==> config.mk <==
export PLATFORM = sky130hd
export DESIGN_NAME = clkgen_ctrl_slave
export DESIGN_NICKNAME = d
export VERILOG_FILES = /design/src/common/clkgen_smbus_pkg.sv /design/src/verilog/bus_line_events.sv /design/src/verilog/strap_latch.sv /design/src/verilog/clkgen_ctrl_slave.sv
export SDC_FILE = /design/constraint.sdc
export NUM_CORES = 1
export LEC_CHECK = 0
export ABC_AREA = 0
export BUFFER_PORTS_ARGS = -buffer_cell sky130_fd_sc_hd__clkbuf_2
export CAP_MARGIN = 40
export CORE_UTILIZATION = 60
export DETAILED_ROUTE_END_ITERATION = 6
export GPL_TIMING_DRIVEN = 0
export PLACE_DENSITY = 0.86
export SETUP_SLACK_MARGIN = 0.2
export SKIP_LAST_GASP = 1
export SLEW_MARGIN = 10
export SYNTH_ARGS = -nofsm -noshare
export SYNTH_HDL_FRONTEND = slang
export SYNTH_SLANG_ARGS = --single-unit
==> constraint.sdc <==
create_clock -name sys_clk_i -period 2.7 [get_ports sys_clk_i]
set_input_delay 0.405 -clock sys_clk_i [delete_from_list [all_inputs] [get_ports sys_clk_i]]
set_output_delay 0.405 -clock sys_clk_i [all_outputs]
set_load 0.01 [all_outputs]
==> src/common/clkgen_smbus_pkg.sv <==
// shared constants and types for the clock generator control-byte slave
package clkgen_smbus_pkg;

  // ----------------------------------------------------------------------
  // bus addressing and command format
  // ----------------------------------------------------------------------
  localparam logic [6:0] SLAVE_ADDR7      = 7'h69;  // upper seven bits of D2h
  localparam int         CMD_SINGLE_BIT   = 7;      // command bit 7: 1 = single byte
  localparam logic [3:0] BYTE_BITS        = 4'h8;   // bits in one byte
  localparam logic [7:0] UNMAPPED_READ    = 8'h00;  // answer for indices not held here

  // ----------------------------------------------------------------------
  // register indices
  // ----------------------------------------------------------------------
  localparam logic [6:0] IDX_SPREAD_STRAP = 7'h00;  // spread_and_strap_status
  localparam logic [6:0] IDX_OUT_EN_WAKE  = 7'h01;  // output_enable_and_wake_ctrl
  localparam logic [6:0] IDX_BLOCK_COUNT  = 7'h08;  // block_read_count

  // ----------------------------------------------------------------------
  // field positions
  // ----------------------------------------------------------------------
  localparam int B0_SPREAD  = 5;  // spread enable
  localparam int B0_SATA    = 4;  // latched serial ata select
  localparam int B1_DISPLAY = 7;  // display clock output enable
  localparam int B1_SATA    = 6;  // serial ata output enable
  localparam int B1_DEBUG   = 5;  // debug cpu output enable
  localparam int B1_LANE_B  = 4;  // pcie lane b output enable
  localparam int B1_LANE_A  = 3;  // pcie lane a output enable
  localparam int B1_WAKE    = 1;  // wake-on-lan keep-alive enable

  // ----------------------------------------------------------------------
  // values after reset and writable masks
  // ----------------------------------------------------------------------
  localparam logic       RST_SPREAD      = 1'b0;   // spread off
  localparam logic [7:0] RST_BYTE1       = 8'hFE;  // all enables and wake on
  localparam logic [7:0] RST_BLOCK_COUNT = 8'h0F;  // block read count of 15
  localparam logic [7:0] B1_WR_MASK      = 8'hFA;  // bits 7:3 and 1 writable

  // ----------------------------------------------------------------------
  // types
  // ----------------------------------------------------------------------
  typedef enum logic [2:0] {
    ST_IDLE, ST_RX, ST_RX_ACK, ST_TX, ST_TX_ACK, ST_WAIT
  } bus_state_t;

  typedef enum logic [1:0] {K_ADDR, K_CMD, K_CNT, K_DATA} byte_kind_t;

  typedef struct packed {
    logic serial_ata_freq_strap;  // sata select strap
    logic cpu_freq_strap_c;       // cpu select strap c
    logic cpu_freq_strap_b;       // cpu select strap b
    logic cpu_freq_strap_a;       // cpu select strap a
  } strap_t;

  typedef struct packed {
    logic start;     // start or repeated start seen
    logic stop;      // stop seen
    logic scl_rise;  // clock line rose
    logic scl_fall;  // clock line fell
    logic sda;       // data line level
  } line_ev_t;

endpackage

==> src/verilog/bus_line_events.sv <==
// start, stop and clock-edge detection on the two serial lines
`timescale 1ns/1ps
module bus_line_events
  import clkgen_smbus_pkg::*;
(
  input  wire logic     sys_clk_i,  // system clock
  input  wire logic     reset_n_i,  // synchronous reset, active low
  input  wire logic     scl_i,      // serial clock line
  input  wire logic     sda_i,      // serial data line
  output line_ev_t      ev_o        // registered line events
);

  // ----------------------------------------------------------------------
  // previous line levels
  // ----------------------------------------------------------------------
  logic scl_q;  // clock level one cycle ago
  logic sda_q;  // data level one cycle ago

  // idle bus is high on both lines
  always_ff @(posedge sys_clk_i) begin
    if (!reset_n_i) begin
      scl_q <= 1'b1;
      sda_q <= 1'b1;
    end else begin
      scl_q <= scl_i;
      sda_q <= sda_i;
    end
  end

  // ----------------------------------------------------------------------
  // event decode
  // ----------------------------------------------------------------------
  // data moving while clock stays high marks start or stop
  always_ff @(posedge sys_clk_i) begin
    if (!reset_n_i) begin
      ev_o <= '{start: 1'b0, stop: 1'b0, scl_rise: 1'b0, scl_fall: 1'b0, sda: 1'b1};
    end else begin
      ev_o.start    <= scl_q && scl_i && sda_q && !sda_i;
      ev_o.stop     <= scl_q && scl_i && !sda_q && sda_i;
      ev_o.scl_rise <= !scl_q && scl_i;
      ev_o.scl_fall <= scl_q && !scl_i;
      ev_o.sda      <= sda_i;
    end
  end

endmodule

==> src/verilog/strap_latch.sv <==
// one-shot capture of the frequency straps on the power-good strobe
`timescale 1ns/1ps
module strap_latch
  import clkgen_smbus_pkg::*;
(
  input  wire logic   sys_clk_i,    // system clock
  input  wire logic   reset_n_i,    // synchronous reset, active low
  input  wire logic   strobe_i,     // power_good_strobe level
  input  wire logic   test_mode_i,  // allows re-sampling
  input  strap_t      straps_i,     // strap pin levels
  output logic        latched_o,    // straps have been captured
  output strap_t      straps_o      // captured strap values
);

  // ----------------------------------------------------------------------
  // capture
  // ----------------------------------------------------------------------
  // first high strobe captures; later edges ignored unless in test mode
  always_ff @(posedge sys_clk_i) begin
    if (!reset_n_i) begin
      latched_o <= 1'b0;
      straps_o  <= '0;
    end else if (strobe_i && (!latched_o || test_mode_i)) begin
      latched_o <= 1'b1;
      straps_o  <= straps_i;
    end
  end

  // ----------------------------------------------------------------------
  // checks
  // ----------------------------------------------------------------------
  a_straps_frozen: assert property (@(posedge sys_clk_i) disable iff (!reset_n_i)
    latched_o && !test_mode_i |=> $stable(straps_o))
    else $error("straps changed after capture");

endmodule

==> src/verilog/clkgen_ctrl_slave.sv <==
// serial control slave with wake, spread, strap and output enable bytes
//
// Contract
// reference clock runs on suspend power unless wake cleared
// wake cleared turns stop pin into power-down
// wake enable comes up set
// first power-up enables reference clock by default
// all registers load defaults at reset
// host changes registers only at initialisation
// byte write, byte read, block write, block read
// block transfers walk up, msb first
// answer only address D2h
// command bit 7 selects block or single
// command bits 6:0 give single index
// block write carries count then data bytes
// block read returns count byte first
// host acks block bytes, nacks last
// single write changes only indexed byte
// single read sends one byte, host nacks
// byte 0 bit 5 enables down-spread
// byte 0 strap bits show latched straps
// byte 1 bits 7:3 gate outputs
// wake cleared also stops oscillator in suspend
// straps latched once on power-good strobe
// block read count defaults to 15
// reserved bits read reset values, ignore writes
`timescale 1ns/1ps
module clkgen_ctrl_slave
  import clkgen_smbus_pkg::*;
(
  input  wire logic   sys_clk_i,             // system clock, 200 MHz
  input  wire logic   reset_n_i,             // synchronous reset, active low
  input  wire logic   scl_i,                 // serial clock from host
  input  wire logic   sda_i,                 // serial data line level
  output logic        sda_o,                 // data drive level, always low
  output logic        sda_oe_o,              // high while pulling data low
  input  wire logic   suspend_pwr_i,         // suspend supply present
  input  wire logic   main_pwr_i,            // other supplies present
  input  wire logic   power_good_strobe_i,   // shared strobe / stop / power-down pin
  input  wire logic   test_mode_i,           // allows strap re-sampling
  input  strap_t      straps_i,              // strap pins
  output strap_t      freq_sel_o,            // latched strap values
  output logic        ref_clk_run_o,         // 25 MHz reference runs
  output logic        xtal_osc_run_o,        // crystal oscillator powered
  output logic        outputs_stop_o,        // stop all but reference
  output logic        power_down_o,          // whole device powered down
  output logic        spread_en_o,           // down-spread on cpu/src/pci
  output logic        display_clk_out_en_o,  // display clock enable
  output logic        serial_ata_out_en_o,   // serial ata clock enable
  output logic        debug_cpu_out_en_o,    // debug cpu clock enable
  output logic        pcie_lane_b_out_en_o,  // pcie lane b enable
  output logic        pcie_lane_a_out_en_o   // pcie lane a enable
);

  // ----------------------------------------------------------------------
  // sub-blocks
  // ----------------------------------------------------------------------
  line_ev_t ev;           // line events, one cycle behind the pins
  logic     latched;      // straps captured
  strap_t   straps_q;     // captured straps

  bus_line_events u_events (
    .sys_clk_i (sys_clk_i),
    .reset_n_i (reset_n_i),
    .scl_i     (scl_i),
    .sda_i     (sda_i),
    .ev_o      (ev)
  );

  strap_latch u_straps (
    .sys_clk_i   (sys_clk_i),
    .reset_n_i   (reset_n_i),
    .strobe_i    (power_good_strobe_i),
    .test_mode_i (test_mode_i),
    .straps_i    (straps_i),
    .latched_o   (latched),
    .straps_o    (straps_q)
  );

  // ----------------------------------------------------------------------
  // register state
  // ----------------------------------------------------------------------
  logic       spread_q;     // byte 0 bit 5
  logic [7:0] byte1_q;      // byte 1 as stored
  logic [7:0] blk_cnt_q;    // block read count
  logic       wake_en;      // wake_lan_keepalive_en

  assign wake_en = byte1_q[B1_WAKE];

  // read view of one register byte
  function automatic logic [7:0] reg_rd(input logic [6:0] idx);
    if (idx == IDX_SPREAD_STRAP) begin
      reg_rd = {2'b00, spread_q, straps_q.serial_ata_freq_strap, 1'b0,
                straps_q.cpu_freq_strap_c, straps_q.cpu_freq_strap_b,
                straps_q.cpu_freq_strap_a};
    end else if (idx == IDX_OUT_EN_WAKE) begin
      reg_rd = byte1_q;
    end else if (idx == IDX_BLOCK_COUNT) begin
      reg_rd = blk_cnt_q;
    end else begin
      reg_rd = UNMAPPED_READ;
    end
  endfunction

  // ----------------------------------------------------------------------
  // transfer state
  // ----------------------------------------------------------------------
  bus_state_t st_q;         // bit-level phase
  byte_kind_t kind_q;       // meaning of the byte being received
  logic [3:0] cnt_q;        // bits moved in this byte
  logic [7:0] rx_q;         // received byte, msb first
  logic [7:0] tx_q;         // byte being sent
  logic [6:0] idx_q;        // register index
  logic       rd_q;         // read direction
  logic       block_q;      // block transfer
  logic       single_done_q;// single write already used
  logic       cnt_sent_q;   // block read count already sent
  logic       acked_q;      // host acked the last sent byte
  logic       byte_done;    // received byte ends now
  logic       ack;          // answer for the received byte
  logic       wr_en;        // register write strobe
  logic [7:0] tx_next;      // next byte to send

  assign byte_done = (st_q == ST_RX) && ev.scl_fall && (cnt_q == BYTE_BITS);
  assign wr_en     = byte_done && (kind_q == K_DATA) && ack;

  // acknowledge decision and next byte to send
  always_comb begin
    case (kind_q)
      K_ADDR:  ack = (rx_q[7:1] == SLAVE_ADDR7);
      K_DATA:  ack = !single_done_q;
      default: ack = 1'b1;
    endcase
    tx_next = (block_q && !cnt_sent_q) ? blk_cnt_q : reg_rd(idx_q);
  end

  // ----------------------------------------------------------------------
  // bus sequencer
  // ----------------------------------------------------------------------
  // stop ends everything; start or repeated start expects an address
  always_ff @(posedge sys_clk_i) begin
    if (!reset_n_i) begin
      st_q          <= ST_IDLE;
      kind_q        <= K_ADDR;
      cnt_q         <= '0;
      rx_q          <= '0;
      tx_q          <= '0;
      idx_q         <= '0;
      rd_q          <= 1'b0;
      block_q       <= 1'b0;
      single_done_q <= 1'b0;
      cnt_sent_q    <= 1'b0;
      acked_q       <= 1'b0;
      sda_oe_o      <= 1'b0;
    end else if (ev.stop) begin
      st_q     <= ST_IDLE;
      sda_oe_o <= 1'b0;
    end else if (ev.start) begin
      st_q     <= ST_RX;
      kind_q   <= K_ADDR;
      cnt_q    <= '0;
      sda_oe_o <= 1'b0;
    end else begin
      case (st_q)
        ST_RX: begin
          if (ev.scl_rise && (cnt_q != BYTE_BITS)) begin
            rx_q  <= {rx_q[6:0], ev.sda};
            cnt_q <= cnt_q + 4'h1;
          end else if (byte_done) begin
            st_q     <= ack ? ST_RX_ACK : ST_WAIT;
            sda_oe_o <= ack;
            case (kind_q)
              K_ADDR: begin
                rd_q       <= rx_q[0];
                cnt_sent_q <= 1'b0;
                kind_q     <= K_CMD;
              end
              K_CMD: begin
                block_q       <= !rx_q[CMD_SINGLE_BIT];
                idx_q         <= rx_q[CMD_SINGLE_BIT] ? rx_q[6:0] : '0;
                single_done_q <= 1'b0;
                kind_q        <= rx_q[CMD_SINGLE_BIT] ? K_DATA : K_CNT;
              end
              K_CNT: begin
                kind_q <= K_DATA;
              end
              default: begin
                if (block_q) begin
                  idx_q <= idx_q + 7'h01;
                end else begin
                  single_done_q <= 1'b1;
                end
              end
            endcase
          end
        end
        ST_RX_ACK: begin
          if (ev.scl_fall) begin
            cnt_q <= rd_q ? 4'h1 : 4'h0;
            if (rd_q) begin
              st_q       <= ST_TX;
              tx_q       <= tx_next;
              sda_oe_o   <= !tx_next[7];
              cnt_sent_q <= 1'b1;
              if (block_q && cnt_sent_q) begin
                idx_q <= idx_q + 7'h01;
              end
            end else begin
              st_q     <= ST_RX;
              sda_oe_o <= 1'b0;
            end
          end
        end
        ST_TX: begin
          if (ev.scl_fall) begin
            if (cnt_q != BYTE_BITS) begin
              sda_oe_o <= !tx_q[3'd7 - cnt_q[2:0]];
              cnt_q    <= cnt_q + 4'h1;
            end else begin
              sda_oe_o <= 1'b0;
              st_q     <= ST_TX_ACK;
            end
          end
        end
        ST_TX_ACK: begin
          if (ev.scl_rise) begin
            acked_q <= !ev.sda;
          end else if (ev.scl_fall) begin
            if (acked_q) begin
              st_q       <= ST_TX;
              tx_q       <= tx_next;
              sda_oe_o   <= !tx_next[7];
              cnt_q      <= 4'h1;
              cnt_sent_q <= 1'b1;
              if (block_q && cnt_sent_q) begin
                idx_q <= idx_q + 7'h01;
              end
            end else begin
              st_q <= ST_WAIT;
            end
          end
        end
        default: begin
          sda_oe_o <= 1'b0;  // idle or ignored until next start
        end
      endcase
    end
  end

  // data line is only ever pulled low
  always_ff @(posedge sys_clk_i) begin
    sda_o <= 1'b0;
  end

  // ----------------------------------------------------------------------
  // register writes
  // ----------------------------------------------------------------------
  // reserved bits keep their reset values
  always_ff @(posedge sys_clk_i) begin
    if (!reset_n_i) begin
      spread_q  <= RST_SPREAD;
      byte1_q   <= RST_BYTE1;
      blk_cnt_q <= RST_BLOCK_COUNT;
    end else if (wr_en) begin
      if (idx_q == IDX_SPREAD_STRAP) begin
        spread_q <= rx_q[B0_SPREAD];
      end else if (idx_q == IDX_OUT_EN_WAKE) begin
        byte1_q <= (rx_q & B1_WR_MASK) | (RST_BYTE1 & ~B1_WR_MASK);
      end else if (idx_q == IDX_BLOCK_COUNT) begin
        blk_cnt_q <= rx_q;
      end
    end
  end

  // ----------------------------------------------------------------------
  // clock control outputs
  // ----------------------------------------------------------------------
  // shared pin acts as strobe until straps latch, then stop or power-down
  always_ff @(posedge sys_clk_i) begin
    if (!reset_n_i) begin
      ref_clk_run_o  <= 1'b0;
      xtal_osc_run_o <= 1'b0;
      outputs_stop_o <= 1'b0;
      power_down_o   <= 1'b0;
    end else begin
      outputs_stop_o <= latched && wake_en && !power_good_strobe_i;
      power_down_o   <= latched && !wake_en && !power_good_strobe_i;
      ref_clk_run_o  <= suspend_pwr_i && (wake_en ||
                        (main_pwr_i && !(latched && !power_good_strobe_i)));
      xtal_osc_run_o <= suspend_pwr_i && (wake_en ||
                        (main_pwr_i && !(latched && !power_good_strobe_i)));
    end
  end

  // enables and strap view straight from the register bits
  always_ff @(posedge sys_clk_i) begin
    if (!reset_n_i) begin
      spread_en_o          <= RST_SPREAD;
      display_clk_out_en_o <= RST_BYTE1[B1_DISPLAY];
      serial_ata_out_en_o  <= RST_BYTE1[B1_SATA];
      debug_cpu_out_en_o   <= RST_BYTE1[B1_DEBUG];
      pcie_lane_b_out_en_o <= RST_BYTE1[B1_LANE_B];
      pcie_lane_a_out_en_o <= RST_BYTE1[B1_LANE_A];
      freq_sel_o           <= '0;
    end else begin
      spread_en_o          <= spread_q;
      display_clk_out_en_o <= byte1_q[B1_DISPLAY];
      serial_ata_out_en_o  <= byte1_q[B1_SATA];
      debug_cpu_out_en_o   <= byte1_q[B1_DEBUG];
      pcie_lane_b_out_en_o <= byte1_q[B1_LANE_B];
      pcie_lane_a_out_en_o <= byte1_q[B1_LANE_A];
      freq_sel_o           <= straps_q;
    end
  end

  // ----------------------------------------------------------------------
  // checks
  // ----------------------------------------------------------------------
  logic exp_bit;  // bit due on the line at this falling edge
  assign exp_bit = tx_q[3'd7 - cnt_q[2:0]];

  a_wake_default: assert property (@(posedge sys_clk_i)
    $rose(reset_n_i) |-> wake_en && (blk_cnt_q == RST_BLOCK_COUNT))
    else $error("defaults not loaded");
  a_ref_keepalive: assert property (@(posedge sys_clk_i) disable iff (!reset_n_i)
    suspend_pwr_i && wake_en |=> ref_clk_run_o && xtal_osc_run_o)
    else $error("reference stopped while wake enabled");
  a_pd_mode: assert property (@(posedge sys_clk_i) disable iff (!reset_n_i)
    latched && !wake_en && !power_good_strobe_i |=> power_down_o && !outputs_stop_o)
    else $error("pin not acting as power-down");
  a_foreign_addr: assert property (@(posedge sys_clk_i) disable iff (!reset_n_i)
    byte_done && kind_q == K_ADDR && rx_q[7:1] != SLAVE_ADDR7 |=> !sda_oe_o [*2])
    else $error("answered a foreign address");
  a_cmd_decode: assert property (@(posedge sys_clk_i) disable iff (!reset_n_i)
    byte_done && kind_q == K_CMD |=> block_q == !$past(rx_q[7]) && st_q == ST_RX_ACK)
    else $error("command type misdecoded");
  a_msb_order: assert property (@(posedge sys_clk_i) disable iff (!reset_n_i)
    st_q == ST_TX && ev.scl_fall && !ev.stop && !ev.start && cnt_q != BYTE_BITS
    |=> sda_oe_o == !$past(exp_bit))
    else $error("transmit bit order wrong");
  a_single_write: assert property (@(posedge sys_clk_i) disable iff (!reset_n_i)
    byte_done && kind_q == K_DATA && single_done_q |=> st_q == ST_WAIT && !sda_oe_o)
    else $error("second byte accepted in single write");
  a_reserved_bits: assert property (@(posedge sys_clk_i) disable iff (!reset_n_i)
    wr_en |=> byte1_q[2] && !byte1_q[0])
    else $error("reserved bit changed");
  a_spread_write: assert property (@(posedge sys_clk_i) disable iff (!reset_n_i)
    wr_en && idx_q == IDX_SPREAD_STRAP |=> ##1 spread_en_o == $past(rx_q[B0_SPREAD], 2))
    else $error("spread bit not applied");

  c_block_write: cover property (@(posedge sys_clk_i) disable iff (!reset_n_i)
    wr_en && block_q);
  c_block_read: cover property (@(posedge sys_clk_i) disable iff (!reset_n_i)
    st_q == ST_TX && block_q && cnt_sent_q && idx_q != '0);
  c_single_read_nack: cover property (@(posedge sys_clk_i) disable iff (!reset_n_i)
    st_q == ST_TX_ACK && !block_q && ev.scl_fall && !acked_q);

endmodule

==> impl_metrics.py <==
metrics = {
    "synth": {
        "synth_edf_count": 0,
        "yosysMostFrequentCell": "dfxtp_1",
        "ys_ff_latch": 77,
        "synth_ff_type": "dfxtp_1",
        "synth.area.top_cells": "dfxtp_1 41%, mux2i_1 6.9%, nor2_1 4.4%",
        "synth_fa_ha_area_share_pct": 2.97,
        "ys_types": 64,
        "synth.area.mux_share_pct": 7.46,
        "synth_top_family_by_area": "simple AND/OR/NAND/NOR gates",
        "async_reset_ff_share_pct": 0,
        "syn_inst": 432,
        "synth_compound_area_share_pct": 19.0,
        "syn_area_sq_mm": 0.00379,
        "synth_commonest_cells": "77 x dfxtp_1, 44 x nor2_1, 41 x nand2_1",
        "yosysWarnings": 0,
        "syn-num-nets": 453,
        "synth_top_area_share_pct": 40.6,
        "synthXorXnorAreaFrac_pct": 1.12,
        "yosys.area_share.simple_pct": 23.3,
        "synth_seq_area_share_pct": 40.6,
        "syn_avg_cell_area_sq_um": 8.78,
        "yosysTopAreaCell": "dfxtp_1",
    },
    "placed_design": {
        "routabilityCongestion": 0.931,
        "hpwl_um": 6610,
        "dp_slack_ns": 0.231,
        "placed_cell_area_sq_mm": 0.00402,
        "portBuffers": 26,
    },
    "worst_setup_path": {
        "critPathLaunchType": "flop",
        "r2r_start": "cnt_q[0]",
        "end_kind": "flop",
        "rr_worst_depth": 9,
        "required_ns": 2.93,
        "r2r_slack_ns": 0.31,
        "critPathArrivalTime_ns": 2.62,
        "r2r_end": "blk_cnt_q[0]",
        "crit_type": "flop to flop",
        "worstPathMaxFanout": 10,
    },
    "clocking": {
        "cts_root_buf": "clkbuf_8",
        "clkLatencyLatePin_ns": 0.37,
        "cts_inserted_buffers": 9,
        "clk_path_buf_depth": 2,
        "htree_levels": 3,
        "cts.sinks": 77,
        "clkTransAtPathRegs_ns": 0.09,
        "postCtsHoldBufs": 0,
        "cts_tree": "built",
    },
    "layout": {
        "antenna_cells": 0,
        "fillers": 482,
        "final_cell_area_sq_mm": 0.00423,
        "final_util_pct": 70.2,
        "final_nets": 490,
        "drive_gt1_share_pct": 14.3,
        "area_growth_pct": 11.5,
    },
    "power": {
        "clock_power_share_pct": 39.6,
        "intPower_uw": 1580,
        "peakVddDrop_v": 0.000426,
        "seq_power_share_pct": 52.8,
        "switching_share_pct": 28.2,
        "combPwrFrac_pct": 7.6,
        "power_leakage_uw": 0.00165,
        "powerDensity_mw_per_mm2": 522,
        "power.switching_uw": 622,
    },
    "routing": {
        "vias_per_cell": 6.27,
        "route.detailed.wl_per_inst_um": 17.0,
        "drtPass1Iterations": 5,
        "drt_wl_total_um": 9350,
        "drt_iter0_markers": 318,
        "vias": 3441,
        "drcViolationCount": 0,
        "antenna_left": 0,
    },
    "die": {
        "die_y_um": 81.5,
        "num_rows": 28,
        "die_x_um": 81.5,
        "die-area_sq_mm": 0.00664,
        "initial_core_util_pct": 62.9,
        "core_sq_mm": 0.00603,
        "io_pins": 28,
    },
    "global_route": {
        "antenna_found_initial": 0,
        "grt_use_total_pct": 30.1,
        "grt_pass1_wl_um": 14800,
        "grt_max_degree": 18,
        "grt_overflow_total": 0,
        "grt_pass1_vias": 3119,
    },
    "min_path": {
        "whs_path_depth": 2,
        "hold_path.class": "primary input to flop",
        "hp-start": "sda_i",
        "hold_path_end": "u_events.ev_o[4]",
    },
    "sta": {
        "rsz0062_at_grt": "no",
        "finalSetupViolCount": 0,
        "setup_slack_ns": 0.305,
        "max_freq_mhz": 418,
        "hold_ws_ns": 0.224,
        "worstMarginPinSlew_ns": 0.757,
        "hold_viol": 0,
        "clock_skew_ns": 0.0108,
        "fin_crit_sh_pct": 88.7,
        "setup-tns-final_ns": 0,
        "report.final.slew_viol_count": 0,
        "slew_headroom_pct": 49.5,
        "layout_min_cycle_time_ns": 2.39,
    },
    "outcome": {
        "outcome": "finished clean",
    },
    "flow_run": {
        "drv_cap": 0,
    },
}
## power groups by stage
stage,clock (uW),combinational [uW],sequential (uW)
finish,874,168,1160
floorplan,0,115,1190
global route,942,183,1170
global placement,0,161,1190
CTS,887,164,1160
detailed placement,0,164,1190
## state kept, by name, indices dropped and copies added, names as in the netlist, 2 cells and up
signal and count:
freq_sel_o 4, tx_q 8, kind_q 2, byte1_q 6, st_q 3, u_straps.straps_o 4
idx_q 7, rx_q 8, blk_cnt_q 8, u_events.ev_o 5, cnt_q 4
## critical path, stage by stage (launching register included)
cell	delay [ns]
dfxtp_1	0.32
clkbuf_2	0.17
inv_1	0.08
ha_1	0.13
and3b_1	0.14
buf_2	0.21
nand3_2	0.19
nor4_4	0.63
mux2i_1	0.29
nand2_1	0.08
## how the worst max path moves through the flow
stage | startpoint | to | slack, ns | cells past startpoint
after CTS | cnt_q[0] | idx_q[4] | 0.22 | 10
after global placement | cnt_q[0] | idx_q[2] | 0.27 | 10
after global routing | cnt_q[0] | blk_cnt_q[0] | 0.15 | 9
after floorplan | cnt_q[0] | blk_cnt_q[0] | 0.62 | 9
final | cnt_q[0] | blk_cnt_q[0] | 0.31 | 9
after detailed placement | cnt_q[0] | idx_q[2] | 0.23 | 10
## timing repair
item,CTS,global route
gates resized for setup,0,4
setup endpoints to repair,0,16
buffers inserted,0,0
## stage by stage
stage,power (uW),std cells
finish,2210,549
global route,2290,549
CTS,2210,549
detailed placement,1350,533
global placement,1350,533
floorplan,1300,432
## cell usage in the layout, fill, tap and decap left out, types with 6 or more instances in the layout
master    count
o21ai_1       6
dfxtp_1      77
nor3_1        9
and3_1        6
and2_1        6
a22oi_1       8
clkbuf_2     27
o21a_1        7
inv_1        18
a21oi_1      23
ha_1          9
o211ai_1      6
nor2_1       44
nand3_1      11
mux2i_1      26
nand2b_1     12
o21ai_0       9
buf_2         7
clkbuf_1     12
a211oi_1     16
nand2_1      41
clkbuf_8      9
## area by class of cell
cell class / count / area [sq um] / share of cell area (%)
multi-input combinational: 309 / 2060 / 48.8
sequential: 77 / 1540 / 36.5
buffer: 27 / 134 / 3.17
timing repair buffer: 26 / 130 / 3.08
clock buffer: 9 / 124 / 2.93
tap: 75 / 93.8 / 2.22
clock inverter: 7 / 71.3 / 1.69
inverter: 19 / 71.3 / 1.69
## logic make-up after synthesis
| logic type | after synthesis |
|---|---|
| XOR/XNOR | 4 |
| adder cells (fa/ha/maj) | 9 |
| AO/OA/AOI/OAI | 102 |
| other | 1 |
| multiplexers | 27 |
| AND/OR/NAND/NOR | 166 |
| flip-flops | 77 |
| buffers and inverters | 46 |
## per-layer routing
layer | up-vias | global-route usage, % | wire, um
met5 | - | 0 | 0
met1 | 1626 | 39.2 | 4080
met2 | 161 | 48.7 | 4370
met4 | 0 | 14.6 | 268
met3 | 33 | 4.44 | 633
li1 | 1621 | - | -
(Power assumes the default switching activity.)
